==> src/shared/rtp_pkg.sv <==
// Constants, register map and types for the reload timers block
package rtp_pkg;
	localparam int NUM_TIMERS = 3;
	localparam int CNT_W      = 8;
	localparam int PS_W       = 3;
	localparam int ADDR_W     = 12;
	localparam int IDX_W      = 8;
	localparam int DATA_W     = 32;

	// Register indices; byte address is four times the index
	localparam logic [IDX_W-1:0] IDX_WATCH_CTRL = 8'h21;
	localparam logic [IDX_W-1:0] IDX_CTRL_BASE  = 8'h10;
	localparam logic [IDX_W-1:0] IDX_LATCH_BASE = 8'h14;
	localparam logic [IDX_W-1:0] IDX_COUNT_BASE = 8'h18;
	localparam logic [IDX_W-1:0] IDX_PWM_CTRL   = 8'h1c;
	localparam logic [IDX_W-1:0] IDX_INT_STATUS = 8'h1d;
	localparam logic [IDX_W-1:0] IDX_INT_ENABLE = 8'h1e;
	localparam logic [IDX_W-1:0] IDX_INT_CLEAR  = 8'h1f;

	// Timer control fields
	localparam int CTRL_RUN_BIT  = 0;
	localparam int CTRL_SRC_LSB  = 1;
	localparam int CTRL_EDGE_BIT = 3;
	localparam int CTRL_PS_LSB   = 4;
	localparam int CTRL_LOAD_BIT = 7;
	localparam logic [7:0] CTRL_RESET = 8'h00;

	// Watch control fields; bits 7 and 3 read as zero
	localparam int WCTL_EXT_BIT = 4;
	localparam logic [7:0] WCTL_MASK  = 8'h77;
	localparam logic [7:0] WCTL_RESET = 8'h00;

	// PWM control: enable and 2-bit interrupt rate
	localparam int PWMC_EN_BIT   = 0;
	localparam int PWMC_RATE_LSB = 1;
	localparam logic [2:0] PWMC_MASK = 3'h7;

	// Interrupt bit positions
	localparam int INT_PERIOD = 0;
	localparam int INT_DUTY   = 1;
	localparam int INT_THIRD  = 2;
	localparam int INT_W      = 3;

	// Instruction tick as oscillator ticks minus one
	localparam logic [1:0] INSTR_LIM_DIV2 = 2'h1;
	localparam logic [1:0] INSTR_LIM_DIV4 = 2'h3;

	typedef enum logic [1:0] {
		RTP_SRC_EVENT = 2'h0,
		RTP_SRC_INSTR = 2'h1,
		RTP_SRC_OSC   = 2'h2,
		RTP_SRC_OSC2  = 2'h3
	} rtp_src_t;

	typedef enum logic [1:0] {
		RTP_PWM_IDLE = 2'b00,
		RTP_PWM_HIGH = 2'b01,
		RTP_PWM_LOW  = 2'b11
	} rtp_pwm_state_t;
endpackage

==> src/verilog/rtp_timer_chan.sv <==
// One down-counting auto-reload timer with 3-bit prescaler
`timescale 1ns/1ns
module rtp_timer_chan #(
	parameter int WIDTH = 8,
	parameter int PSW   = 3
) (
	// Clock and reset
	input  wire logic             pclk,
	input  wire logic             presetn,
	// Control
	input  wire logic             tick,
	input  wire logic             run,
	input  wire logic [PSW-1:0]   prescale,
	input  wire logic [WIDTH-1:0] preset,
	input  wire logic             load_now,
	input  wire logic [WIDTH-1:0] load_value,
	input  wire logic             restart,
	// Status
	output logic [WIDTH-1:0]      count,
	output logic                  underflow
);
	localparam int PCW = (1 << PSW) - 1;

	logic [PCW-1:0]   presc_reg;
	logic [PCW-1:0]   presc_next;
	logic [WIDTH-1:0] count_reg;
	logic [WIDTH-1:0] count_next;
	wire  [PCW-1:0]   presc_limit;
	wire              fire;

	// divide by two to the code
	assign presc_limit = {PCW{1'b1}} >> (PCW - int'(prescale));
	assign fire      = run & tick & (presc_reg == presc_limit);
	assign underflow = fire & (count_reg == '0);
	assign count     = count_reg;

	always_comb begin
		presc_next = presc_reg;
		if (!run || restart) begin
			presc_next = '0;
		end else if (tick) begin
			presc_next = fire ? '0 : presc_reg + 1'b1;
		end
	end

	always_comb begin
		count_next = count_reg;
		if (load_now) begin
			count_next = load_value;
		end else if (restart) begin
			count_next = preset;
		end else if (fire) begin
			count_next = underflow ? preset : count_reg - 1'b1;
		end
	end

	always_ff @(posedge pclk or negedge presetn) begin
		if (!presetn) begin
			presc_reg <= '0;
			count_reg <= '0;
		end else begin
			presc_reg <= presc_next;
			count_reg <= count_next;
		end
	end

	chk_reload_value: assert property (@(posedge pclk) disable iff (!presetn)
		underflow && !load_now && !restart |=> count_reg == $past(preset))
		else $error("timer did not reload preset after zero");
	chk_run_hold: assert property (@(posedge pclk) disable iff (!presetn)
		!run && !load_now && !restart |=> $stable(count_reg))
		else $error("stopped timer changed its count");
	chk_autoload_now: assert property (@(posedge pclk) disable iff (!presetn)
		load_now |=> count_reg == $past(load_value))
		else $error("latch write not moved into counter");
endmodule

==> src/verilog/rtp_reload_timers.sv <==
// Three reload timers with PWM, APB registers and interrupt
`timescale 1ns/1ns
module rtp_reload_timers #(
	parameter int N_TIMERS = rtp_pkg::NUM_TIMERS
) (
	// Clock and reset
	input  wire logic                       pclk,
	input  wire logic                       presetn,
	// APB slave
	input  wire logic                       psel,
	input  wire logic                       penable,
	input  wire logic                       pwrite,
	input  wire logic [rtp_pkg::ADDR_W-1:0] paddr,
	input  wire logic [rtp_pkg::DATA_W-1:0] pwdata,
	output logic                            pready,
	output logic [rtp_pkg::DATA_W-1:0]      prdata,
	output logic                            pslverr,
	// Pins and configuration word
	input  wire logic                       shared_port_pin,
	input  wire logic                       osc_instr_div2,
	output logic                            shared_pin_io,
	output logic                            pulse_output,
	output logic                            irq
);
	import rtp_pkg::*;

	logic [7:0]         ctrl_reg [N_TIMERS];
	logic [CNT_W-1:0]   latch_reg [N_TIMERS];
	logic [7:0]         watch_ctrl_reg;
	logic [2:0]         pwm_ctrl_reg;
	logic [INT_W-1:0]   int_status_reg;
	logic [INT_W-1:0]   int_status_next;
	logic [INT_W-1:0]   int_enable_reg;
	logic [DATA_W-1:0]  prdata_reg;
	logic               pready_reg;
	logic               pslverr_reg;
	logic               pin_prev_reg;
	logic               osc_div_reg;
	logic [1:0]         instr_cnt_reg;
	logic [2:0]         pulse_cnt_reg;
	logic [2:0]         pulse_cnt_next;
	rtp_pwm_state_t     pwm_state_reg;
	rtp_pwm_state_t     pwm_state_next;
	logic               pulse_output_reg;
	logic               irq_reg;
	logic               shared_pin_io_reg;

	// Address decode
	wire              setup   = psel & ~penable;
	wire              acc_wr  = psel & penable & pready_reg & pwrite;
	wire [IDX_W-1:0]  idx     = paddr[IDX_W+1:2];
	wire              addr_ok = (paddr[1:0] == 2'h0) & (paddr[ADDR_W-1:IDX_W+2] == '0);
	wire              hit_watch = addr_ok & (idx == IDX_WATCH_CTRL);
	wire              hit_pwm   = addr_ok & (idx == IDX_PWM_CTRL);
	wire              hit_stat  = addr_ok & (idx == IDX_INT_STATUS);
	wire              hit_en    = addr_ok & (idx == IDX_INT_ENABLE);
	wire              hit_clr   = addr_ok & (idx == IDX_INT_CLEAR);
	wire [N_TIMERS-1:0] hit_ctrl;
	wire [N_TIMERS-1:0] hit_latch;
	wire [N_TIMERS-1:0] hit_cnt;
	wire [N_TIMERS-1:0] tick;
	wire [N_TIMERS-1:0] uf;
	wire [N_TIMERS-1:0] load_now;
	wire [N_TIMERS-1:0] restart;
	wire [7:0]          rd_timer [N_TIMERS];
	wire [7:0]          rd_or    [N_TIMERS+1];
	wire [CNT_W-1:0]    cnt      [N_TIMERS];

	// pin is event clock only when selected
	wire ext_sel = watch_ctrl_reg[WCTL_EXT_BIT];
	// edge detection on the event pin
	wire ev_rise = ext_sel & shared_port_pin & ~pin_prev_reg;
	wire ev_fall = ext_sel & ~shared_port_pin & pin_prev_reg;

	// oscillator ticks every second pclk; pclk is the doubled rate
	wire        osc_tick   = osc_div_reg;
	wire [1:0]  instr_lim  = osc_instr_div2 ? INSTR_LIM_DIV2 : INSTR_LIM_DIV4;
	// instruction cycle from configured oscillator ratio
	wire        instr_tick = osc_tick & (instr_cnt_reg == instr_lim);

	assign rd_or[0] = 8'h00;

	genvar gi;
	generate
		for (gi = 0; gi < N_TIMERS; gi++) begin : g_tmr
			wire [1:0] src  = ctrl_reg[gi][CTRL_SRC_LSB+1:CTRL_SRC_LSB];
			wire       edge_fall = ctrl_reg[gi][CTRL_EDGE_BIT];
			wire       ev_tick   = edge_fall ? ev_fall : ev_rise;
			wire       osc2_ok   = (gi != N_TIMERS - 1);
			wire       latch_wr;

			assign hit_ctrl[gi]  = addr_ok & (idx == IDX_W'(IDX_CTRL_BASE + gi));
			assign hit_latch[gi] = addr_ok & (idx == IDX_W'(IDX_LATCH_BASE + gi));
			assign hit_cnt[gi]   = addr_ok & (idx == IDX_W'(IDX_COUNT_BASE + gi));
			assign latch_wr      = acc_wr & hit_latch[gi];
			// write with autoload goes straight to counter
			assign load_now[gi]  = latch_wr & ctrl_reg[gi][CTRL_LOAD_BIT];

			// source select; no doubled clock on third timer
			assign tick[gi] = (src == RTP_SRC_EVENT) ? ev_tick :
			                  (src == RTP_SRC_INSTR) ? instr_tick :
			                  (src == RTP_SRC_OSC)   ? osc_tick :
			                  osc2_ok;

			assign rd_timer[gi] = ({8{hit_ctrl[gi]}} & ctrl_reg[gi]) |
			                      ({8{hit_latch[gi]}} & latch_reg[gi]) |
			                      ({8{hit_cnt[gi]}} & cnt[gi]);
			assign rd_or[gi+1]  = rd_or[gi] | rd_timer[gi];

			always_ff @(posedge pclk or negedge presetn) begin
				if (!presetn) begin
					ctrl_reg[gi]  <= CTRL_RESET;
					latch_reg[gi] <= '0;
				end else begin
					if (acc_wr && hit_ctrl[gi]) begin
						ctrl_reg[gi] <= pwdata[7:0];
					end
					if (latch_wr) begin
						latch_reg[gi] <= pwdata[CNT_W-1:0];
					end
				end
			end

			rtp_timer_chan #(
				.WIDTH (CNT_W),
				.PSW   (PS_W)
			) u_chan (
				.pclk       (pclk),
				.presetn    (presetn),
				.tick       (tick[gi]),
				.run        (ctrl_reg[gi][CTRL_RUN_BIT]),
				.prescale   (ctrl_reg[gi][CTRL_PS_LSB+PS_W-1:CTRL_PS_LSB]),
				.preset     (latch_reg[gi]),
				.load_now   (load_now[gi]),
				.load_value (pwdata[CNT_W-1:0]),
				.restart    (restart[gi]),
				.count      (cnt[gi]),
				.underflow  (uf[gi])
			);
		end
	endgenerate

	// period timer run bit starts PWM
	wire pwm_mode  = pwm_ctrl_reg[PWMC_EN_BIT] & ctrl_reg[0][CTRL_RUN_BIT];
	wire pwm_start = pwm_mode & (pwm_state_reg == RTP_PWM_IDLE);
	wire [1:0] rate = pwm_ctrl_reg[PWMC_RATE_LSB+1:PWMC_RATE_LSB];
	wire [2:0] rate_lim = 3'h7 >> (2'h3 - rate);
	wire pwm_evt = pwm_mode & uf[0] & (pulse_cnt_reg == rate_lim);

	// duty restarts with every period reload
	assign restart[0] = pwm_start;
	assign restart[1] = pwm_start | (pwm_mode & uf[0]);
	assign restart[2] = 1'b0;

	always_comb begin
		pwm_state_next = pwm_state_reg;
		if (!pwm_mode) begin
			pwm_state_next = RTP_PWM_IDLE;
		end else begin
			case (pwm_state_reg)
				RTP_PWM_IDLE: pwm_state_next = RTP_PWM_HIGH;
				// period wins over duty in the same cycle
				RTP_PWM_HIGH: begin
					if (!uf[0] && uf[1]) begin
						pwm_state_next = RTP_PWM_LOW;
					end
				end
				RTP_PWM_LOW: begin
					if (uf[0]) begin
						pwm_state_next = RTP_PWM_HIGH;
					end
				end
				default: pwm_state_next = RTP_PWM_IDLE;
			endcase
		end
	end

	always_comb begin
		pulse_cnt_next = pulse_cnt_reg;
		if (!pwm_mode) begin
			pulse_cnt_next = '0;
		end else if (uf[0]) begin
			pulse_cnt_next = pwm_evt ? 3'h0 : pulse_cnt_reg + 3'h1;
		end
	end

	// Interrupt flags; a set in the clear cycle wins
	wire [INT_W-1:0] clr_bits = (acc_wr && hit_clr) ? pwdata[INT_W-1:0] : '0;
	wire [INT_W-1:0] set_bits;
	// period flag source depends on mode
	assign set_bits[INT_PERIOD] = pwm_mode ? pwm_evt : uf[0];
	// duty and third flags on underflow
	assign set_bits[INT_DUTY]   = uf[1];
	assign set_bits[INT_THIRD]  = uf[2];
	assign int_status_next = (int_status_reg & ~clr_bits) | set_bits;

	// Read mux; clear register reads zero
	wire [7:0] rd_misc = ({8{hit_watch}} & (watch_ctrl_reg & WCTL_MASK)) |
	                     ({8{hit_pwm}} & {5'h00, pwm_ctrl_reg}) |
	                     ({8{hit_stat}} & {5'h00, int_status_reg}) |
	                     ({8{hit_en}} & {5'h00, int_enable_reg});
	wire       mapped  = (|hit_ctrl) | (|hit_latch) | (|hit_cnt) | hit_watch |
	                     hit_pwm | hit_stat | hit_en | hit_clr;
	wire [DATA_W-1:0] rd_word = {24'h000000, rd_misc | rd_or[N_TIMERS]};

	// APB answer prepared in setup so access needs no wait
	always_ff @(posedge pclk or negedge presetn) begin
		if (!presetn) begin
			pready_reg  <= 1'b0;
			pslverr_reg <= 1'b0;
			prdata_reg  <= '0;
		end else begin
			pready_reg  <= setup;
			pslverr_reg <= setup & ~mapped;
			prdata_reg  <= (setup && !pwrite) ? rd_word : '0;
		end
	end

	always_ff @(posedge pclk or negedge presetn) begin
		if (!presetn) begin
			watch_ctrl_reg <= WCTL_RESET;
			pwm_ctrl_reg   <= '0;
			int_enable_reg <= '0;
			int_status_reg <= '0;
		end else begin
			if (acc_wr && hit_watch) begin
				watch_ctrl_reg <= pwdata[7:0] & WCTL_MASK;
			end
			if (acc_wr && hit_pwm) begin
				pwm_ctrl_reg <= pwdata[2:0] & PWMC_MASK;
			end
			if (acc_wr && hit_en) begin
				int_enable_reg <= pwdata[INT_W-1:0];
			end
			int_status_reg <= int_status_next;
		end
	end

	always_ff @(posedge pclk or negedge presetn) begin
		if (!presetn) begin
			pin_prev_reg  <= 1'b0;
			osc_div_reg   <= 1'b0;
			instr_cnt_reg <= '0;
		end else begin
			pin_prev_reg <= shared_port_pin;
			osc_div_reg  <= ~osc_div_reg;
			if (osc_tick) begin
				instr_cnt_reg <= instr_tick ? 2'h0 : instr_cnt_reg + 2'h1;
			end
		end
	end

	always_ff @(posedge pclk or negedge presetn) begin
		if (!presetn) begin
			pwm_state_reg     <= RTP_PWM_IDLE;
			pulse_cnt_reg     <= '0;
			pulse_output_reg  <= 1'b0;
			irq_reg           <= 1'b0;
			shared_pin_io_reg <= 1'b0;
		end else begin
			pwm_state_reg     <= pwm_state_next;
			pulse_cnt_reg     <= pulse_cnt_next;
			pulse_output_reg  <= (pwm_state_next == RTP_PWM_HIGH);
			irq_reg           <= |(int_status_next & int_enable_reg);
			// pin is ordinary input when not selected
			shared_pin_io_reg <= ext_sel ? 1'b0 : shared_port_pin;
		end
	end

	assign pready        = pready_reg;
	assign pslverr       = pslverr_reg;
	assign prdata        = prdata_reg;
	assign pulse_output  = pulse_output_reg;
	assign irq           = irq_reg;
	assign shared_pin_io = shared_pin_io_reg;

	chk_flag_sticky: assert property (@(posedge pclk) disable iff (!presetn)
		int_status_reg[INT_DUTY] && !clr_bits[INT_DUTY] |=> int_status_reg[INT_DUTY])
		else $error("duty flag dropped without clear");
	chk_third_flag: assert property (@(posedge pclk) disable iff (!presetn)
		uf[2] |=> int_status_reg[INT_THIRD])
		else $error("third flag not set on underflow");
	chk_period_flag: assert property (@(posedge pclk) disable iff (!presetn)
		uf[0] && !pwm_mode |=> int_status_reg[INT_PERIOD])
		else $error("period flag not set on underflow");
	chk_pwm_start: assert property (@(posedge pclk) disable iff (!presetn)
		pwm_start |=> pulse_output ##1 (pulse_output || !$past(pwm_mode) || $past(uf[1])))
		else $error("pwm did not start high");
	chk_pwm_fall: assert property (@(posedge pclk) disable iff (!presetn)
		pwm_mode && pwm_state_reg == RTP_PWM_HIGH && uf[1] && !uf[0] |=> !pulse_output)
		else $error("pwm stayed high after duty zero");
	chk_pwm_rise: assert property (@(posedge pclk) disable iff (!presetn)
		pwm_mode && !pwm_start && uf[0] |=> pulse_output)
		else $error("pwm not high at period reload");
	chk_ext_gate: assert property (@(posedge pclk) disable iff (!presetn)
		!ext_sel |-> !ev_rise && !ev_fall)
		else $error("event edge seen with pin not selected");
	chk_t3_no_osc2: assert property (@(posedge pclk) disable iff (!presetn)
		ctrl_reg[2][CTRL_SRC_LSB+1:CTRL_SRC_LSB] == RTP_SRC_OSC2 |-> !tick[2])
		else $error("third timer ticked on doubled clock");
	chk_instr_rate: assert property (@(posedge pclk) disable iff (!presetn)
		instr_tick |=> !instr_tick [*3])
		else $error("instruction tick too frequent");
	chk_apb_ready: assert property (@(posedge pclk) disable iff (!presetn)
		setup |=> pready ##1 !pready)
		else $error("apb access not answered in one cycle");

	cov_pwm_fall: cover property (@(posedge pclk) disable iff (!presetn)
		pulse_output ##1 !pulse_output ##[1:600] pulse_output);
	cov_third_flag: cover property (@(posedge pclk) disable iff (!presetn) uf[2]);
	cov_irq_rise: cover property (@(posedge pclk) disable iff (!presetn) $rose(irq));
	cov_autoload: cover property (@(posedge pclk) disable iff (!presetn) |load_now);
endmodule

==> config.mk <==
export PLATFORM = sky130hd
export DESIGN_NAME = rtp_reload_timers
export DESIGN_NICKNAME = d
export VERILOG_FILES = /design/src/shared/rtp_pkg.sv /design/src/verilog/rtp_timer_chan.sv /design/src/verilog/rtp_reload_timers.sv
export SDC_FILE = /design/constraint.sdc
export NUM_CORES = 1
export LEC_CHECK = 0
export ABC_AREA = 1
export ABC_CLOCK_PERIOD_IN_PS = 2700
export BUFFER_PORTS_ARGS = -buffer_cell sky130_fd_sc_hd__buf_2
export CORE_AREA = 10 10 125 184
export CTS_CLUSTER_SIZE = 24
export DETAILED_ROUTE_END_ITERATION = 10
export DIE_AREA = 0 0 135 194
export PLACE_DENSITY = 0.58
export SYNTH_ARGS = -nofsm -noshare
export SYNTH_HDL_FRONTEND = slang
export SYNTH_SLANG_ARGS = --single-unit
==> constraint.sdc <==
create_clock -name pclk -period 2.7 [get_ports pclk]
set_clock_uncertainty 0.1 [all_clocks]
set_input_delay 0.27 -clock pclk [delete_from_list [all_inputs] [get_ports pclk]]
set_output_delay 0.27 -clock pclk [all_outputs]
set_load 0.01 [all_outputs]
==> metrics <==
largest net degree at the start of global routing=69; area grow syn2layout=13.7%; Setup crit end kind=register; clock sinks=130; setup TNS=0 ns; Avg WL per Cell=16.7 um; largest cells by area after synthesis=dfrtp_1, nand2_1, inv_1, nand3_1, o21ai_0; Max Cap Viol=0; most used cell, CP=nand2_1; Tightest Pin Transition=0.701 ns; RSZ-0062 raised after global routing=no; via count=7172; fin. max-slew vios=0; vias per inst=5.06; Synth warnings=0; die span in x=135 um; DRC viols=0; Vert. Die Dim=194 um; Slew HR=53.1%; post-synthesis cell type count=47; Max Buffers Root-to-Sink=2; Top Ports=88; All-Layer GR Usage=18.2%; area leader, netlist=dfrtp_1; Most used DFF post-synth=dfrtp_1; initial antenna violation count=0; share of cells above drive strength 1=10.8%; worst-path cell chain=nand2_1 -> inv_1 -> nand3_1 -> nand2_1 -> nand3_1 -> nor2_1 -> nand3_2 -> nand2_1 -> nand2_1 -> nand2_1 -> nand2_1 -> nand2_1 -> a21oi_2; 1st-iter DRT viols=670; CP required=2.91 ns; n_diodes=0; H-tree depth=4; critical path's largest stage delay=0.41 ns; EDFF count, synth=0; die area=0.0262 sq mm; CTS buffer count=17; slowest CP cell=dfrtp_1; final hold slack=0.0361 ns; first-pass GRT wire length=37.6 mm; CP Launch Type=register; VDD IR max=0.428 mV; Leakage=4.58 nW; fin nets=1205; GR Overflow Total=0; Root Driver=clkbuf_16; CTS tree=done; post-synthesis cell count=1093; core footprint=0.0196 sq mm; # setup viols final=0; fmax=424 MHz; Pre-antenna DRT Iters=6; number of global-route vias before repair=7039; final core occ=46.2%; worst min-delay path category=in2reg; crit path time final=2.36 ns; Worst-Skew Late Latency=0.43 ns; Synth async-reset ratio=100%; Post-CTS Setup Inserts=0; Worst Path Arrival=2.57 ns; sequential share of the synthesized area=40.8%; post-DP HPWL=17.9 mm; most instantiated cells after synthesis=nand2_1, inv_1, dfrtp_1, nand3_1, o21ai_0; Fillers=2030; Routed Antenna Nets=0; clock slew at reported path FFs=0.06 ns; Syn Std Cell Area=0.00797 sq mm; # rows=63; crit path max fanout=10; Hold Fails Final Rpt=0; Synth Register Bits=130; GP Congestion=0.941; outcome=complete, no violations; Crit Path Class=reg2reg; Pwr Density=511 mW/mm^2; Routed WL=23.6 mm; IO Port Bufs=39; count leader, synth=nand2_1; area share of the largest cell type after synthesis=40.8%; initial core utilization=40.6%; Final Cycle Share=87.4%; Mean Syn Cell Area=7.29 sq um
## power by group
group / switching (mW) / internal, mW
clock network: 0.871 / 1.64
logic: 0.128 / 0.0334
registers: 0.00265 / 1.95
total: 1.00 / 3.63
## routing by layer
metal	share of wire [%]	wire length, um	vias to the layer above	track usage (%)
met2	49	11700	215	30.4
met4	4.5	1060	0	9.65
met3	5.2	1220	49	3.86
li1	-	-	3574	-
met5	0	0	-	0
met1	41	9680	3334	21.2
## cell type report
type | instances | area, sq um | share of cell area, %
multi-input combinational | 774 | 3870 | 42.7
sequential | 130 | 3250 | 35.9
inverter | 166 | 623 | 6.88
clock buffer | 23 | 488 | 5.39
timing repair buffer | 56 | 352 | 3.88
tap | 260 | 325 | 3.59
clock inverter | 8 | 149 | 1.64
## through the flow
stage	worst slack (ns)	instances	power (mW)	area [sq um]
4_1_cts	0.315	1417	4.68	9060
3_3_place_gp	0.366	1382	2.15	8380
5_1_grt	0.0522	1417	4.77	9060
6_report	0.340	1417	4.63	9060
3_5_place_dp	0.337	1382	2.15	8380
2_1_floorplan	0.858	1116	2.07	8050
## worst max-delay path, delay by kind of cell, from the launching register on
| kind | cells | cell delay, ns |
|---|---|---|
| DFF | 1 | 0.41 |
| and+or+nand+nor | 11 | 1.59 |
| buffers and inverters | 1 | 0.10 |
| AOI/OAI and AO/OA | 1 | 0.07 |
## kinds of logic (layout without fill, tap and decap cells)
family	Yosys count	count (layout)	synth area share (%)
AO/OA/AOI/OAI	170	170	12.4
AND/OR/NAND/NOR	537	537	29.8
buffers and inverters	212	253	11.7
other	1	24	0.0471
adder cells (fa/ha/maj)	9	9	1.41
flip-flops	130	130	40.8
XOR/XNOR	34	34	3.74
## layout by cell type, fill, tap and decap left out, drive strengths merged, types with 4 or more instances in the layout
| cell | instances |
|---|---|
| a211oi | 8 |
| a21oi | 19 |
| buf | 52 |
| bufinv | 4 |
| clkbuf | 23 |
| conb | 24 |
| dfrtp | 130 |
| dlygate4sd3 | 4 |
| ha | 9 |
| inv | 165 |
| nand2 | 296 |
| nand3 | 96 |
| nand4 | 18 |
| nor2 | 103 |
| nor3 | 16 |
| o211ai | 7 |
| o21ai | 98 |
| o22ai | 29 |
| xnor2 | 5 |
| xor2 | 29 |
## final timing paths
kind                                  start                  endpoint  slack [ns]  cells after the start
worst min register to register  ctrl_reg[3]               ctrl_reg[3]        0.38                      2
max in group asynchronous           presetn  g_tmr[1].u_chan.count[7]        1.47                      3
min in group asynchronous           presetn          instr_cnt_reg[1]        0.31                      2
worst max register to register  osc_div_reg  g_tmr[1].u_chan.count[4]        0.34                     13
worst min-delay path              pwdata[1]  g_tmr[0].u_chan.count[1]        0.04                      3
worst max-delay path            osc_div_reg  g_tmr[1].u_chan.count[4]        0.34                     13
## what timing repair did
action	CTS	global route
gates resized for setup	0	0
hold endpoints to repair	67	0
hold buffers	4	0
setup endpoints to repair	0	0
No activity file was read; power rests on OpenSTA's default activity.
